## src/rtl/ccr_pkg.sv

```systemverilog
package ccr_pkg;
    // Ratio-select codes
    localparam logic [3:0] CCR_CODE_2X0  = 4'h4;
    localparam logic [3:0] CCR_CODE_2X5  = 4'h6;
    localparam logic [3:0] CCR_CODE_3X0  = 4'h8;
    localparam logic [3:0] CCR_CODE_3X5  = 4'he;
    localparam logic [3:0] CCR_CODE_4X0  = 4'ha;
    localparam logic [3:0] CCR_CODE_4X5  = 4'h7;
    localparam logic [3:0] CCR_CODE_5X0  = 4'hb;
    localparam logic [3:0] CCR_CODE_5X5  = 4'h9;
    localparam logic [3:0] CCR_CODE_6X0  = 4'hd;
    localparam logic [3:0] CCR_CODE_6X5  = 4'h5;
    localparam logic [3:0] CCR_CODE_7X0  = 4'h2;
    localparam logic [3:0] CCR_CODE_7X5  = 4'h1;
    localparam logic [3:0] CCR_CODE_8X0  = 4'hc;
    localparam logic [3:0] CCR_CODE_9X0  = 4'h0;
    localparam logic [3:0] CCR_CODE_BYP  = 4'h3;
    localparam logic [3:0] CCR_CODE_OFF  = 4'hf;
    // Bypass multiplier in half units (1x -> 2); VCO multiplier as plain VCO-to-core ratio
    localparam logic [4:0] CCR_HALF_BYP  = 5'h02;
    localparam logic [4:0] CCR_VCO_MUL   = 5'h02;
    // Register map (word offsets as byte addresses)
    localparam logic [3:0] CCR_ADDR_CTRL = 4'h0;
    localparam logic [3:0] CCR_ADDR_STAT = 4'h4;
    // Control register fields
    localparam int         CCR_DIV_LSB   = 0;
    localparam int         CCR_DIV_W     = 3;
    localparam int         CCR_EXT_BIT   = 8;
    localparam logic [2:0] CCR_DIV_RST   = 3'h1;
    // Status register fields
    localparam int         CCR_ST_HALF   = 0;
    localparam int         CCR_ST_BYP    = 8;
    localparam int         CCR_ST_OFF    = 9;
    localparam int         CCR_ST_RSVD   = 10;
    localparam int         CCR_ST_LOCK   = 11;
    localparam int         CCR_ST_CODE   = 12;
endpackage : ccr_pkg

```

## src/rtl/ccr_core_clock_ratio_config.sv

```systemverilog
// Notes on behaviour
// - Codes 0100,0110,1000,1110,1010 give 2x to 4x core multiplier, VCO twice core.
// - Codes 0111..0000 give 4.5x to 9x core multiplier, VCO twice core.
// - Code 0011 bypasses PLL; bus clock drives core at 1:1.
// - Code 1111 turns PLL off; no core clocking at all.
// - Cache clock is core clock divided by twice the control register divisor.
// - Delay-lock loop steps a tap on the delayed cache clock until it matches the feedback input, then reports lock; cache clock output is not delayed.
// - Address and data bus busy pins are outputs only, monitors in extended mode.
// - Legacy mode ignores extended-only inputs and three-states extended-only outputs.
// - Mode signal high at reset release for legacy, low for extended.
module ccr_core_clock_ratio_config
    import ccr_pkg::*;
#(
    parameter int DLL_TAPS = 8
) (
    input  wire logic        i_clk,
    input  wire logic        i_rst_b,
    input  wire logic        i_ce,
    input  wire logic [3:0]  i_ratio_code,
    input  wire logic        i_sleep,
    input  wire logic        i_strap_extended_mode,
    input  wire logic        i_cache2_feedback_clk_in,
    input  wire logic        i_machine_check_n,
    input  wire logic        i_ext_only_in,
    input  wire logic        i_addr_busy_n,
    input  wire logic        i_data_busy_n,
    input  wire logic        i_addr_activity,
    input  wire logic        i_data_activity,
    input  wire logic        i_ext_only_out,
    input  wire logic        i_wb_cyc,
    input  wire logic        i_wb_stb,
    input  wire logic        i_wb_we,
    input  wire logic [3:0]  i_wb_adr,
    input  wire logic [3:0]  i_wb_sel,
    input  wire logic [31:0] i_wb_dat,
    output logic      [31:0] o_wb_dat,
    output logic             o_wb_ack,
    output logic      [4:0]  o_core_half_mult,
    output logic      [4:0]  o_vco_mult,
    output logic             o_pll_enable,
    output logic             o_core_clock_en,
    output logic             o_bypass,
    output logic             o_cache2_clk,
    output logic             o_cache2_feedback_clk_out,
    output logic             o_dll_locked,
    output logic             o_machine_check,
    output logic             o_addr_bus_busy_n,
    output logic             o_data_bus_busy_n,
    output logic             o_busy_oe,
    output logic             o_ext_only_in_q,
    output logic             o_ext_only_out,
    output logic             o_ext_only_oe,
    output logic             o_mode_n,
    output logic             o_extended_bus_mode
);
    localparam int TW = $clog2(DLL_TAPS);

    typedef struct packed {
        logic [3:0]           code;
        logic [4:0]           half;
        logic                 byp;
        logic                 off;
        logic                 rsvd;
        logic                 ext;
        logic [CCR_DIV_W-1:0] div;
        logic [CCR_DIV_W-1:0] cnt;
        logic                 cclk;
        logic [TW-1:0]        tap;
        logic [DLL_TAPS-1:0]  dly;
        logic                 fb_q;
        logic                 locked;
        logic [1:0]           mcp_sh;
        logic                 machine_check_n;
        logic                 ack;
        logic [31:0]          rdat;
        logic                 ext_in_q;
    } ccr_state_t;

    ccr_state_t s;
    ccr_state_t next_s;

    // ==========================================
    // Ratio decode
    function automatic logic [4:0] ccr_decode(input logic [3:0] c);
        unique case (c)
            CCR_CODE_2X0: ccr_decode = 5'h04;
            CCR_CODE_2X5: ccr_decode = 5'h05;
            CCR_CODE_3X0: ccr_decode = 5'h06;
            CCR_CODE_3X5: ccr_decode = 5'h07;
            CCR_CODE_4X0: ccr_decode = 5'h08;
            CCR_CODE_4X5: ccr_decode = 5'h09;
            CCR_CODE_5X0: ccr_decode = 5'h0a;
            CCR_CODE_5X5: ccr_decode = 5'h0b;
            CCR_CODE_6X0: ccr_decode = 5'h0c;
            CCR_CODE_6X5: ccr_decode = 5'h0d;
            CCR_CODE_7X0: ccr_decode = 5'h0e;
            CCR_CODE_7X5: ccr_decode = 5'h0f;
            CCR_CODE_8X0: ccr_decode = 5'h10;
            CCR_CODE_9X0: ccr_decode = 5'h12;
            CCR_CODE_BYP: ccr_decode = CCR_HALF_BYP;
            default:      ccr_decode = 5'h00;
        endcase
    endfunction

    logic is_listed;
    assign is_listed = (i_ratio_code == CCR_CODE_BYP) || (i_ratio_code == CCR_CODE_OFF)
                       || (ccr_decode(i_ratio_code) != 5'h00);

    // ==========================================
    // Next state
    always_comb begin
        next_s = s;
        // Code sampled only in reset or sleep; otherwise held
        if (i_sleep) begin
            next_s.code = i_ratio_code;
            next_s.half = ccr_decode(i_ratio_code);
            next_s.byp  = (i_ratio_code == CCR_CODE_BYP);
            next_s.off  = (i_ratio_code == CCR_CODE_OFF);
            next_s.rsvd = !is_listed;
        end
        // Cache clock divider; divisor zero stops the clock
        if (s.off || s.div == '0) begin
            next_s.cnt  = '0;
            next_s.cclk = 1'b0;
        end else if (s.cnt >= s.div - 3'h1) begin
            next_s.cnt  = '0;
            next_s.cclk = ~s.cclk;
        end else begin
            next_s.cnt  = s.cnt + 3'h1;
        end
        // DLL: delay line, tap steps until feedback matches
        next_s.dly  = {s.dly[DLL_TAPS-2:0], s.cclk};
        next_s.fb_q = i_cache2_feedback_clk_in;
        next_s.locked = 1'b0;
        if (s.cclk && !s.fb_q && i_cache2_feedback_clk_in) begin
            next_s.locked = (s.dly[s.tap] == i_cache2_feedback_clk_in) ? 1'b1 : 1'b0;
        end else begin
            next_s.locked = s.locked;
        end
        if (!s.locked && s.cclk && !s.fb_q && i_cache2_feedback_clk_in) begin
            next_s.tap = (s.tap == TW'(DLL_TAPS - 1)) ? '0 : s.tap + TW'(1);
        end
        // Machine check: two consecutive low samples
        next_s.mcp_sh = {s.mcp_sh[0], ~i_machine_check_n};
        next_s.machine_check_n    = s.mcp_sh[1] & s.mcp_sh[0];
        // Extended-only input ignored in legacy mode
        next_s.ext_in_q = s.ext ? i_ext_only_in : 1'b0;
        // Wishbone slave, one wait state
        next_s.ack = i_wb_cyc && i_wb_stb && !s.ack;
        if (i_wb_cyc && i_wb_stb && !s.ack) begin
            next_s.rdat = '0;
            if (i_wb_adr == CCR_ADDR_CTRL) begin
                next_s.rdat[CCR_DIV_LSB +: CCR_DIV_W] = s.div;
                if (i_wb_we && i_wb_sel[0]) begin
                    next_s.div = i_wb_dat[CCR_DIV_LSB +: CCR_DIV_W];
                end
            end else if (i_wb_adr == CCR_ADDR_STAT) begin
                next_s.rdat[CCR_ST_HALF +: 5]  = s.half;
                next_s.rdat[CCR_ST_BYP]        = s.byp;
                next_s.rdat[CCR_ST_OFF]        = s.off;
                next_s.rdat[CCR_ST_RSVD]       = s.rsvd;
                next_s.rdat[CCR_ST_LOCK]       = s.locked;
                next_s.rdat[CCR_ST_CODE +: 4]  = s.code;
                next_s.rdat[CCR_EXT_BIT + 8]   = s.ext;
            end
        end
    end

    // ==========================================
    // State register; hard reset also captures straps
    always_ff @(posedge i_clk) begin
        if (!i_rst_b) begin
            s        <= '0;
            s.div    <= CCR_DIV_RST;
            // Straps land in the held state, so code and mode survive release
            s.code   <= i_ratio_code;
            s.half   <= ccr_decode(i_ratio_code);
            s.byp    <= (i_ratio_code == CCR_CODE_BYP);
            s.off    <= (i_ratio_code == CCR_CODE_OFF);
            s.rsvd   <= !is_listed;
            s.ext    <= i_strap_extended_mode;
        end else if (i_ce) begin
            s <= next_s;
        end
    end

    // Straps caught by a clocked process while reset is held
    logic [3:0] strap_code;
    always_ff @(posedge i_clk) begin
        if (!i_rst_b) begin
            strap_code <= i_ratio_code;
        end
    end

    logic first;
    always_ff @(posedge i_clk) begin
        if (!i_rst_b) begin
            first <= 1'b1;
        end else if (i_ce) begin
            first <= 1'b0;
        end
    end

    logic [3:0] eff_code;
    assign eff_code = first ? strap_code : s.code;

    // ==========================================
    // Outputs
    assign o_wb_ack                  = s.ack;
    assign o_wb_dat                  = s.rdat;
    assign o_core_half_mult          = first ? ccr_decode(eff_code) : s.half;
    assign o_vco_mult                = (eff_code == CCR_CODE_OFF || eff_code == CCR_CODE_BYP) ? 5'h00 : CCR_VCO_MUL;
    assign o_pll_enable              = !(eff_code == CCR_CODE_OFF || eff_code == CCR_CODE_BYP);
    assign o_core_clock_en           = (eff_code != CCR_CODE_OFF);
    assign o_bypass                  = (eff_code == CCR_CODE_BYP);
    assign o_cache2_clk              = s.cclk;
    assign o_cache2_feedback_clk_out = s.cclk;
    assign o_dll_locked              = s.locked;
    assign o_machine_check           = s.machine_check_n;
    // Busy pins: output-only, monitors in extended mode
    assign o_addr_bus_busy_n         = s.ext ? ~i_addr_activity : i_addr_busy_n;
    assign o_data_bus_busy_n         = s.ext ? ~i_data_activity : i_data_busy_n;
    assign o_busy_oe                 = 1'b1;
    assign o_ext_only_in_q           = s.ext_in_q;
    assign o_ext_only_out            = s.ext ? i_ext_only_out : 1'b0;
    assign o_ext_only_oe             = s.ext;
    assign o_mode_n                  = ~s.ext;
    assign o_extended_bus_mode       = s.ext;

    // ==========================================
    // Assertions
    AST_PLL_OFF: assert property (@(posedge i_clk) disable iff (!i_rst_b)
        (eff_code == CCR_CODE_OFF) |-> (!o_core_clock_en && !o_pll_enable))
        else $error("pll off still clocks");
    AST_BYPASS: assert property (@(posedge i_clk) disable iff (!i_rst_b)
        o_bypass |-> (o_core_half_mult == CCR_HALF_BYP && !o_pll_enable))
        else $error("bypass not 1:1");
    AST_VCO: assert property (@(posedge i_clk) disable iff (!i_rst_b)
        o_pll_enable |-> (o_vco_mult == CCR_VCO_MUL))
        else $error("vco not twice core");
    AST_HOLD: assert property (@(posedge i_clk) disable iff (!i_rst_b || first)
        (i_ce && !i_sleep) |=> $stable(s.code))
        else $error("code changed in operation");
    AST_MCP: assert property (@(posedge i_clk) disable iff (!i_rst_b)
        (i_ce && !i_machine_check_n) [*2] ##1 i_ce |=> o_machine_check)
        else $error("machine check missed");
    AST_LEGACY_OE: assert property (@(posedge i_clk) disable iff (!i_rst_b)
        !s.ext |-> (!o_ext_only_oe && o_mode_n))
        else $error("legacy drives ext output");
    AST_BUSY_OUT: assert property (@(posedge i_clk) disable iff (!i_rst_b)
        o_busy_oe)
        else $error("busy pins not driven");
    AST_DIV_ZERO: assert property (@(posedge i_clk) disable iff (!i_rst_b)
        (s.div == '0 && i_ce) [*2] |-> !o_cache2_clk)
        else $error("divider zero runs");
    AST_FB: assert property (@(posedge i_clk) disable iff (!i_rst_b)
        o_cache2_feedback_clk_out == o_cache2_clk)
        else $error("feedback clock mismatch");
    AST_MODE: assert property (@(posedge i_clk) disable iff (!i_rst_b)
        o_mode_n != o_extended_bus_mode)
        else $error("mode pin wrong");
    AST_DECODE: assert property (@(posedge i_clk) disable iff (!i_rst_b)
        (!first && s.code == CCR_CODE_9X0) |-> (o_core_half_mult == 5'h12))
        else $error("9x decode wrong");
endmodule : ccr_core_clock_ratio_config

```

## config.mk

```make
export PLATFORM = sky130hd
export DESIGN_NAME = ccr_core_clock_ratio_config
export DESIGN_NICKNAME = d
export VERILOG_FILES = /design/src/rtl/ccr_pkg.sv /design/src/rtl/ccr_core_clock_ratio_config.sv
export SDC_FILE = /design/constraint.sdc
export NUM_CORES = 1
export LEC_CHECK = 0
export BUFFER_PORTS_ARGS = -buffer_cell sky130_fd_sc_hd__buf_2
export CORE_AREA = 2 2 87 89
export CTS_BUF_LIST = sky130_fd_sc_hd__clkbuf_8
export CTS_CLUSTER_DIAMETER = 200
export DETAILED_ROUTE_END_ITERATION = 8
export DIE_AREA = 0 0 89 91
export GPL_TIMING_DRIVEN = 0
export MAX_ROUTING_LAYER = met4
export PLACE_DENSITY_LB_ADDON = 0.12
export SLEW_MARGIN = 30
export SYNTH_ARGS = -nofsm -noshare
export SYNTH_HDL_FRONTEND = slang
export SYNTH_SLANG_ARGS = --single-unit
```

## constraint.sdc

```tcl
create_clock -name i_clk -period 1.9 [get_ports i_clk]
set_input_delay 0.19 -clock i_clk [delete_from_list [all_inputs] [get_ports i_clk]]
set_output_delay 0.19 -clock i_clk [all_outputs]
set_load 0.005 [all_outputs]
```

=== After elaboration in Yosys (flattened, before gate mapping) ===
Memories as Yosys holds them, arrays and structs flattened.
Index checks and enable logic that the tools add are counted.
W data, S select, Z words.

* Memories kept: 4
* ROM bits: 320
* Word-level logic and storage cells: 100
* Output and inout port bits: 58
* Input port bits: 60
* Register bits after elaboration: 57

* $add $sub $neg: 3
* Bitwise operators: 6
* Order comparisons: 2
* Equal/unequal tests: 10
* Reductions and logical operators: 27
* Muxes and demuxes: 28

{| class="wikitable"
|+ Memories
! name !! depth !! bits a word !! read ports !! clocked after memory_dff !! wr ports !! RTL line !! source
|-
| (no name shown) || 16 || 5 || 1 || 0 || 0 || ccr_core_clock_ratio_config.sv:85 || <nowiki>unique case (c)</nowiki>
|-
| (no name shown) || 16 || 5 || 1 || 0 || 0 || ccr_core_clock_ratio_config.sv:85 ||
|-
| (no name shown) || 16 || 5 || 1 || 0 || 0 || ccr_core_clock_ratio_config.sv:85 ||
|-
| (no name shown) || 16 || 5 || 1 || 0 || 0 || ccr_core_clock_ratio_config.sv:85 ||
|}

{| class="wikitable"
|+ Operator list
! kind !! count
|-
| $mux W70 || 2
|-
| $mux W3 || 7
|-
| $mux W9 || 2
|-
| $mux W17 || 1
|-
| $mux W12 || 1
|-
| $mux W5 || 2
|-
| $reduce_and A2 Y1 || 5
|-
| $eq A4 B2 Y1 const B || 2
|-
| $eq A4 B4 Y1 const B || 2
|-
| $logic_and A1 B1 Y1 || 8
|-
| $mux W1 || 8
|-
| $mux W4 || 2
|-
| $add A3 B1 Y3 const B || 2
|-
| $logic_not A1 Y1 || 5
|-
| $not A1 Y1 || 5
|-
| $reduce_bool A5 Y1 || 1
|-
| $eq A4 B3 Y1 const B || 1
|-
| $logic_not A4 Y1 || 1
|-
| $logic_or A1 B1 Y1 || 4
|-
| $lt A3 B4 Y1 const B || 1
|-
| $mux W2 || 2
|-
| $ne A2 B1 Y1 const B || 2
|-
| $ne A4 B4 Y1 const B || 1
|-
| $reduce_and A4 Y1 || 1
|-
| 8 further kinds || 8
|}

=== Depth between registers and ports, before layout ===
Gate-level depths: netlist of the first run.

* Depth in word-level cells: 7
* Depth in mapped cells: 8
* Mapped depth without buffers: 8

=== Worst setup path after synthesis of the first run ===
No wires, ideal clock.

* Kind: register to output
* Start point: register first
* End point: output port o_core_half_mult[0]
* Stages on the path, launching flop included: 8
* Data required time: 1.710 ns
* Path slack: -0.083 ns
* Path buffers: 1
* Data arrival time: 1.793 ns
* Cells stage by stage: dfxtp_1 buf_1 mux2i_1 inv_1 ha_1 mux2_2 a21oi_1 a21oi_1

* Cells in the longest elaborated chain, start to end: 3

{| class="wikitable"
|+ Ends and longest elaborated chain
! what !! RTL line !! source
|-
| start, declared || ccr_core_clock_ratio_config.sv:195 || <nowiki>logic first;</nowiki>
|-
| start signal, assigned || ccr_core_clock_ratio_config.sv:198 || <nowiki>first <= 1'b1;</nowiki>
|-
| start signal, assigned || ccr_core_clock_ratio_config.sv:200 || <nowiki>first <= 1'b0;</nowiki>
|-
| $mux W4 || ccr_core_clock_ratio_config.sv:205 || <nowiki>assign eff_code = first ? strap_code : s.code;</nowiki>
|-
| $mem_v2 Z16 W5 || n/a ||
|-
| $mux W5 * || ccr_core_clock_ratio_config.sv:211 || <nowiki>assign o_core_half_mult = first ? ccr_decode(eff_code) : s.half;</nowiki>
|-
| end, declared || ccr_core_clock_ratio_config.sv:38 || <nowiki>output logic [4:0] o_core_half_mult,</nowiki>
|}

Mark *: on every way between the ends. The rest lies on a longest branch, timed or not.

=== Final worst setup path of the first run ===
Same ends and word-level chain as after synthesis.

==> flow_summary.toml, run 1 <==
[placed_design]
placed_area_mm2 = 0.00367
portBuffers = 60
dp_hpwl_um = 5190
place_congestion = 0.865
pre_cts_slack_ns = -0.249

[yosys]
yosysWarnings = 0
synth_edf_count = 17
synth.distinct_cells = 42
seq_area_frac_synth_pct = 41.4
synthTopCellsByArea = "dfxtp_1, edfxtp_1, buf_4, ha_1, mux2i_1"
synth_top_area_cell = "dfxtp_1"
syn-cell-area_mm2 = 0.00317
ys_seq_elements = 57
syn_avg_cell_area_um2 = 9.06
synth_cells = 350
yosys_most_used_dff = "dfxtp_1"
async_flop_share_pct = 0
synth_top_area_share_pct = 25.3

[final_layout]
multi_input_area_mm2 = 0.00166
regArea_mm2 = 0.00132
nFillCells = 687
final_nets = 531
layout_commonest_cell = "buf_2"
drive_gt1_share_pct = 36.5
layout_common_cells = "buf_2, buf_4, nor2_1"
design_area_mm2 = 0.00413
area_delta_synth_final_pct = 30.3
diodes = 0

[setup_path]
path_delay_family = "multiplexers"
path_class = "reg2out"
reg2reg_to = "s[53]"
arrival_ns = 1.92
critPathBufInv = 3
cpMaxStageDelayCell = "dfxtp_4"
cp_max_fo = 3
ff2ff_path_depth = 8
crit_path_end_kind = "primary output"
start_kind = "flip-flop"
critPathMaxStageDelay_ns = 0.35
rrSetupSlack_ns = 0.11
required_ns = 1.71
path_cells = "buf_8 > mux2i_4 > inv_2 > ha_4 > mux2_4 > a21oi_2 > a21oi_1 > buf_2"
rr_startpoint = "s[55]"

[route]
vias_per_cell = 4.78
post_drt_wl_per_cell_um = 12.6
drc = 0
antenna_left = 0
dr_total_vias = 2658
drtPass1Iterations = 4
routed_wl_um = 7010
drtIter0Drc = 91

[run]
drv_cap = 0

[grt]
grt.total_usage_pct = 18.4
grt_pass1_wl_um = 11300
grt_overflow = 0
antenna_found_initial = 0
first_global_vias = 2469
grt_start_max_net_pins = 15

[timing]
fmax_ghz = 0.474
fin_ws_ns = -0.209
rsz0062_at_grt = "yes"
slew_headroom_pct = 60.9
finClkSkew_ns = 0.00566
worst_pin_slew_ns = 0.586
report.final.slew_viol_count = 0
setup_viol = 6
setup-tns-final_ns = -0.630
period_needed_ns = 2.11
report.final.hold_viol_count = 0
finalCritPeriodShare_pct = 111

[die]
fp.dieH_um = 91
die_x_um = 89
die-area_mm2 = 0.00810
io_pins = 118
num_rows = 31
core_area_mm2 = 0.00714
start_util_pct = 44.4

[worst_hold_path]
hold_path_depth = 2
worstHoldStart = "i_machine_check_n"
hp-class = "in2reg"
hold-path-endpoint = "next_s[36]"

[status]
violations = "setup timing"
run_status = "complete, but fails checks"

[clock_tree]
htree_levels = 3
cts-hold-fix-buffers = 0
root_buffer = "clkbuf_8"
cts_sinks = 57
clockBufferDepth = 2
cts_made_buffers = 9
cts.clk_slew.worst_paths_ns = 0.07
worstSkewPairLatency_ns = 0.33
cts_tree = "built"

[power_and_ir_drop]
leakagePower_nw = 1.90
ir_drop_uv = 436
power.density_mw_per_mm2 = 715
area by class of cell:
cell class	count	area share, %
buffer	56	9.36
clock buffer	10	3.33
clock inverter	6	1.36
inverter	15	1.36
multi-input combinational	243	40.2
sequential	57	31.9
tap	99	3.00
timing repair buffer	70	9.51
cells in the mapped netlist, drive strengths merged (4+ instances only):
cell    number
nor2        40
ha          19
a21oi       27
o211ai       4
inv         15
mux2i       19
nand2       36
o21ai       16
clkbuf       5
dfxtp       40
and2         4
nand3       14
a22oi        4
nand4b       4
edfxtp      17
nor3         4
buf         51
repair_timing:
| action | in CTS | in global routing |
|---|---|---|
| buffers inserted | 8 | 3 |
| resized for setup | 32 | 10 |
| endpoints found under the setup margin | 12 | 12 |
| pin swaps | 8 | 8 |
| gates cloned | 0 | 0 |
how the worst max path moves through the flow:
stage	from	endpoint	slack, ns	cells past startpoint
final	first	o_core_half_mult[0]	-0.21	8
after global routing	first	o_core_half_mult[0]	-0.28	8
after CTS	first	o_core_half_mult[0]	-0.20	8
after detailed placement	first	o_core_half_mult[0]	-0.25	8
after global placement	first	o_core_half_mult[0]	-0.22	8
after floorplan	first	o_core_half_mult[0]	0.05	7
sequential cells by signal (all words and copies together) (netlist names), 4 cells and up:
signal	cells
next_s	8
s	24
o_wb_dat	14
strap_code	4
report_power, final:
part           switching [W]  total [W]  internal (W)  leakage [nW]
Clock               0.000479    0.00111      0.000633         0.108
Sequential         0.0000401    0.00135       0.00131         0.494
Combinational       0.000253   0.000493      0.000239          1.29
Total               0.000772    0.00295       0.00218          1.90
logic make-up (layout without fill, tap and decap cells):
family / count (synthesis) / in the layout / share of synthesized area [%]
other cells: 2 / 23 / 0.237
fa+ha+maj: 19 / 19 / 7.50
xor+xnor: 2 / 2 / 0.553
buf+inv: 71 / 157 / 13.6
flops: 57 / 57 / 41.4
compound gates: 64 / 64 / 11.9
simple gates: 112 / 112 / 16.7
mux: 23 / 23 / 8.13
per-layer routing:
metal  global-route usage (%)  vias to the layer above  wire, um
li1                         -                     1351         -
met1                     22.6                     1208      3140
met2                     29.2                       88      3360
met3                     4.45                       11       403
met4                     6.47                        0       107
met5                        -                        -         0
metrics by stage:
step | cells | power, W | util, % | hold slack [ns]
final | 556 | 0.00295 | 57.9 | 0.0483
after global routing | 556 | 0.00309 | 57.9 | 0.0373
after CTS | 554 | 0.00295 | 56.7 | 0.0220
after detailed placement | 530 | 0.00177 | 51.5 | 0.386
after global placement | 530 | 0.00176 | 51.5 | 0.393
after floorplan | 371 | 0.00163 | - | 0.289
No activity file was read; power rests on OpenSTA's default activity.
==> inputs of run 2 (changes only) <==
- CAP_MARGIN: default -> 20
- SETUP_SLACK_MARGIN: default -> 0.4
==> flow_summary.toml, run 2 (same netlist as run 1, synthesis figures left out) <==
[status]
run_status = "complete, but fails checks"
violations = "setup timing"

[die]
core_area_mm2 = 0.00714
io_pins = 118
die_x_um = 89
start_util_pct = 44.4
fp.dieH_um = 91
die-area_mm2 = 0.00810
num_rows = 31

[power_and_ir_drop]
power.density_mw_per_mm2 = 767
ir_drop_uv = 392
leakagePower_nw = 1.94

[setup_path]
critPathMaxStageDelay_ns = 0.35
path_cells = "buf_8 > mux2i_4 > inv_2 > ha_2 > mux2_4 > a21oi_2 > a21oi_2 > buf_2"
rr_startpoint = "s[55]"
crit_path_frequent_cell = "a21oi_2"
rrSetupSlack_ns = 0.12
path_delay_family = "multiplexers"
reg2reg_to = "s[53]"
cpMaxStageDelayCell = "dfxtp_4"
cp_max_fo = 4
required_ns = 1.71
ff2ff_path_depth = 9
start_kind = "flip-flop"
arrival_ns = 1.91
critPathBufInv = 3
path_class = "reg2out"
crit_path_end_kind = "primary output"

[route]
drc = 0
drtIter0Drc = 111
post_drt_wl_per_cell_um = 13.1
antenna_left = 0
drtPass1Iterations = 4
routed_wl_um = 7330
vias_per_cell = 4.75
dr_total_vias = 2662

[timing]
worst_pin_slew_ns = 0.658
finClkSkew_ns = 0.00986
report.final.hold_viol_count = 0
fmax_ghz = 0.476
report.final.slew_viol_count = 0
rsz0062_at_grt = "yes"
slew_headroom_pct = 56.2
period_needed_ns = 2.10
fin_hold_ws_ns = 0.0403
fin_ws_ns = -0.203
finalCritPeriodShare_pct = 111
setup_viol = 5

[placed_design]
portBuffers = 60
dp_hpwl_um = 5210
place_congestion = 0.844

[clock_tree]
cts-hold-fix-buffers = 0
worstSkewPairLatency_ns = 0.34
root_buffer = "clkbuf_8"
cts_tree = "built"
cts.clk_slew.worst_paths_ns = 0.08
cts_made_buffers = 9
htree_levels = 3
clockBufferDepth = 2
cts_sinks = 57

[final_layout]
area_delta_synth_final_pct = 34.7
diodes = 0
regArea_mm2 = 0.00132
nFillCells = 671
largest_register_ffs = 24
drive_gt1_share_pct = 40.1
multi_input_area_mm2 = 0.00170
layout_commonest_cell = "buf_2"
layout_common_cells = "buf_2, buf_4, nor2_1"
largest-register = "s"
final_nets = 535
post-route-util_pct = 59.8

[grt]
antenna_found_initial = 0
grt.total_usage_pct = 19.2
grt_start_max_net_pins = 15
first_global_vias = 2424
grt_overflow = 0
grt_pass1_wl_um = 11600

[worst_hold_path]
hold_path_depth = 2
worstHoldStart = "i_machine_check_n"
hp-class = "in2reg"
hold-path-endpoint = "next_s[36]"

[run]
drv_cap = 0
## run 2: power breakdown
part | internal [W] | switching (W)
clock network | 0.000884 | 0.000548
logic | 0.000242 | 0.000255
registers | 0.00130 | 0.0000412
total | 0.00243 | 0.000844
## run 2: final cells by class
cell class                      instances  share of cell area (%)
Sequential cell                        57                    31.0
Clock inverter                          7                    2.93
Buffer                                 56                    9.05
Inverter                               15                    1.38
Clock buffer                            9                    2.90
Multi-Input combinational cell        243                    39.9
Timing Repair Buffer                   74                    9.99
Tap cell                               99                    2.90
## run 2: worst reg2reg max path: cells and delay by family, from the launching register on
kind | cells | cell delay (ns)
adder cells (fa/ha/maj) | 3 | 0.69
AND/OR/NAND/NOR | 1 | 0.05
AO/OA/AOI/OAI | 3 | 0.39
flip-flops | 1 | 0.33
buffers and inverters | 2 | 0.23
## run 2: timing repair
item,in CTS,in global routing
gates resized for setup,21,11
setup endpoints to repair,14,22
buffers inserted,10,4
pin swaps,11,6
## run 2: worst max path at each step
| stage | start | endpoint | slack [ns] | cells past startpoint |
|---|---|---|---|---|
| final | first | o_core_half_mult[0] | -0.20 | 8 |
| after detailed placement | first | o_core_half_mult[0] | -0.02 | 8 |
| after floorplan | first | o_core_half_mult[0] | 0.21 | 7 |
| after global placement | first | o_core_half_mult[0] | 0.002 | 8 |
| after global routing | first | o_core_half_mult[2] | -0.33 | 9 |
| after CTS | first | o_core_half_mult[2] | -0.21 | 9 |
## run 2: through the flow
step,worst slack [ns],std cells,TNS [ns],instance area [um2],power (W)
2_1_floorplan,0.206,371,0,3350,0.00166
3_3_place_gp,0.00241,530,0,3780,0.00179
3_5_place_dp,-0.0180,530,-0.0180,3780,0.00180
4_1_cts,-0.207,556,-0.778,4190,0.00328
5_1_grt,-0.329,560,-1.60,4270,0.00342
6_report,-0.203,560,-0.625,4270,0.00328
## run 2: layer usage
| layer | GRT usage (%) | vias up | share of wire (%) |
|---|---|---|---|
| met1 | 25.8 | 1199 | 47 |
| met5 | - | - | 0 |
| li1 | - | 1359 | - |
| met4 | 7.34 | 0 | 1.8 |
| met2 | 28.7 | 91 | 45 |
| met3 | 3.55 | 13 | 6.3 |
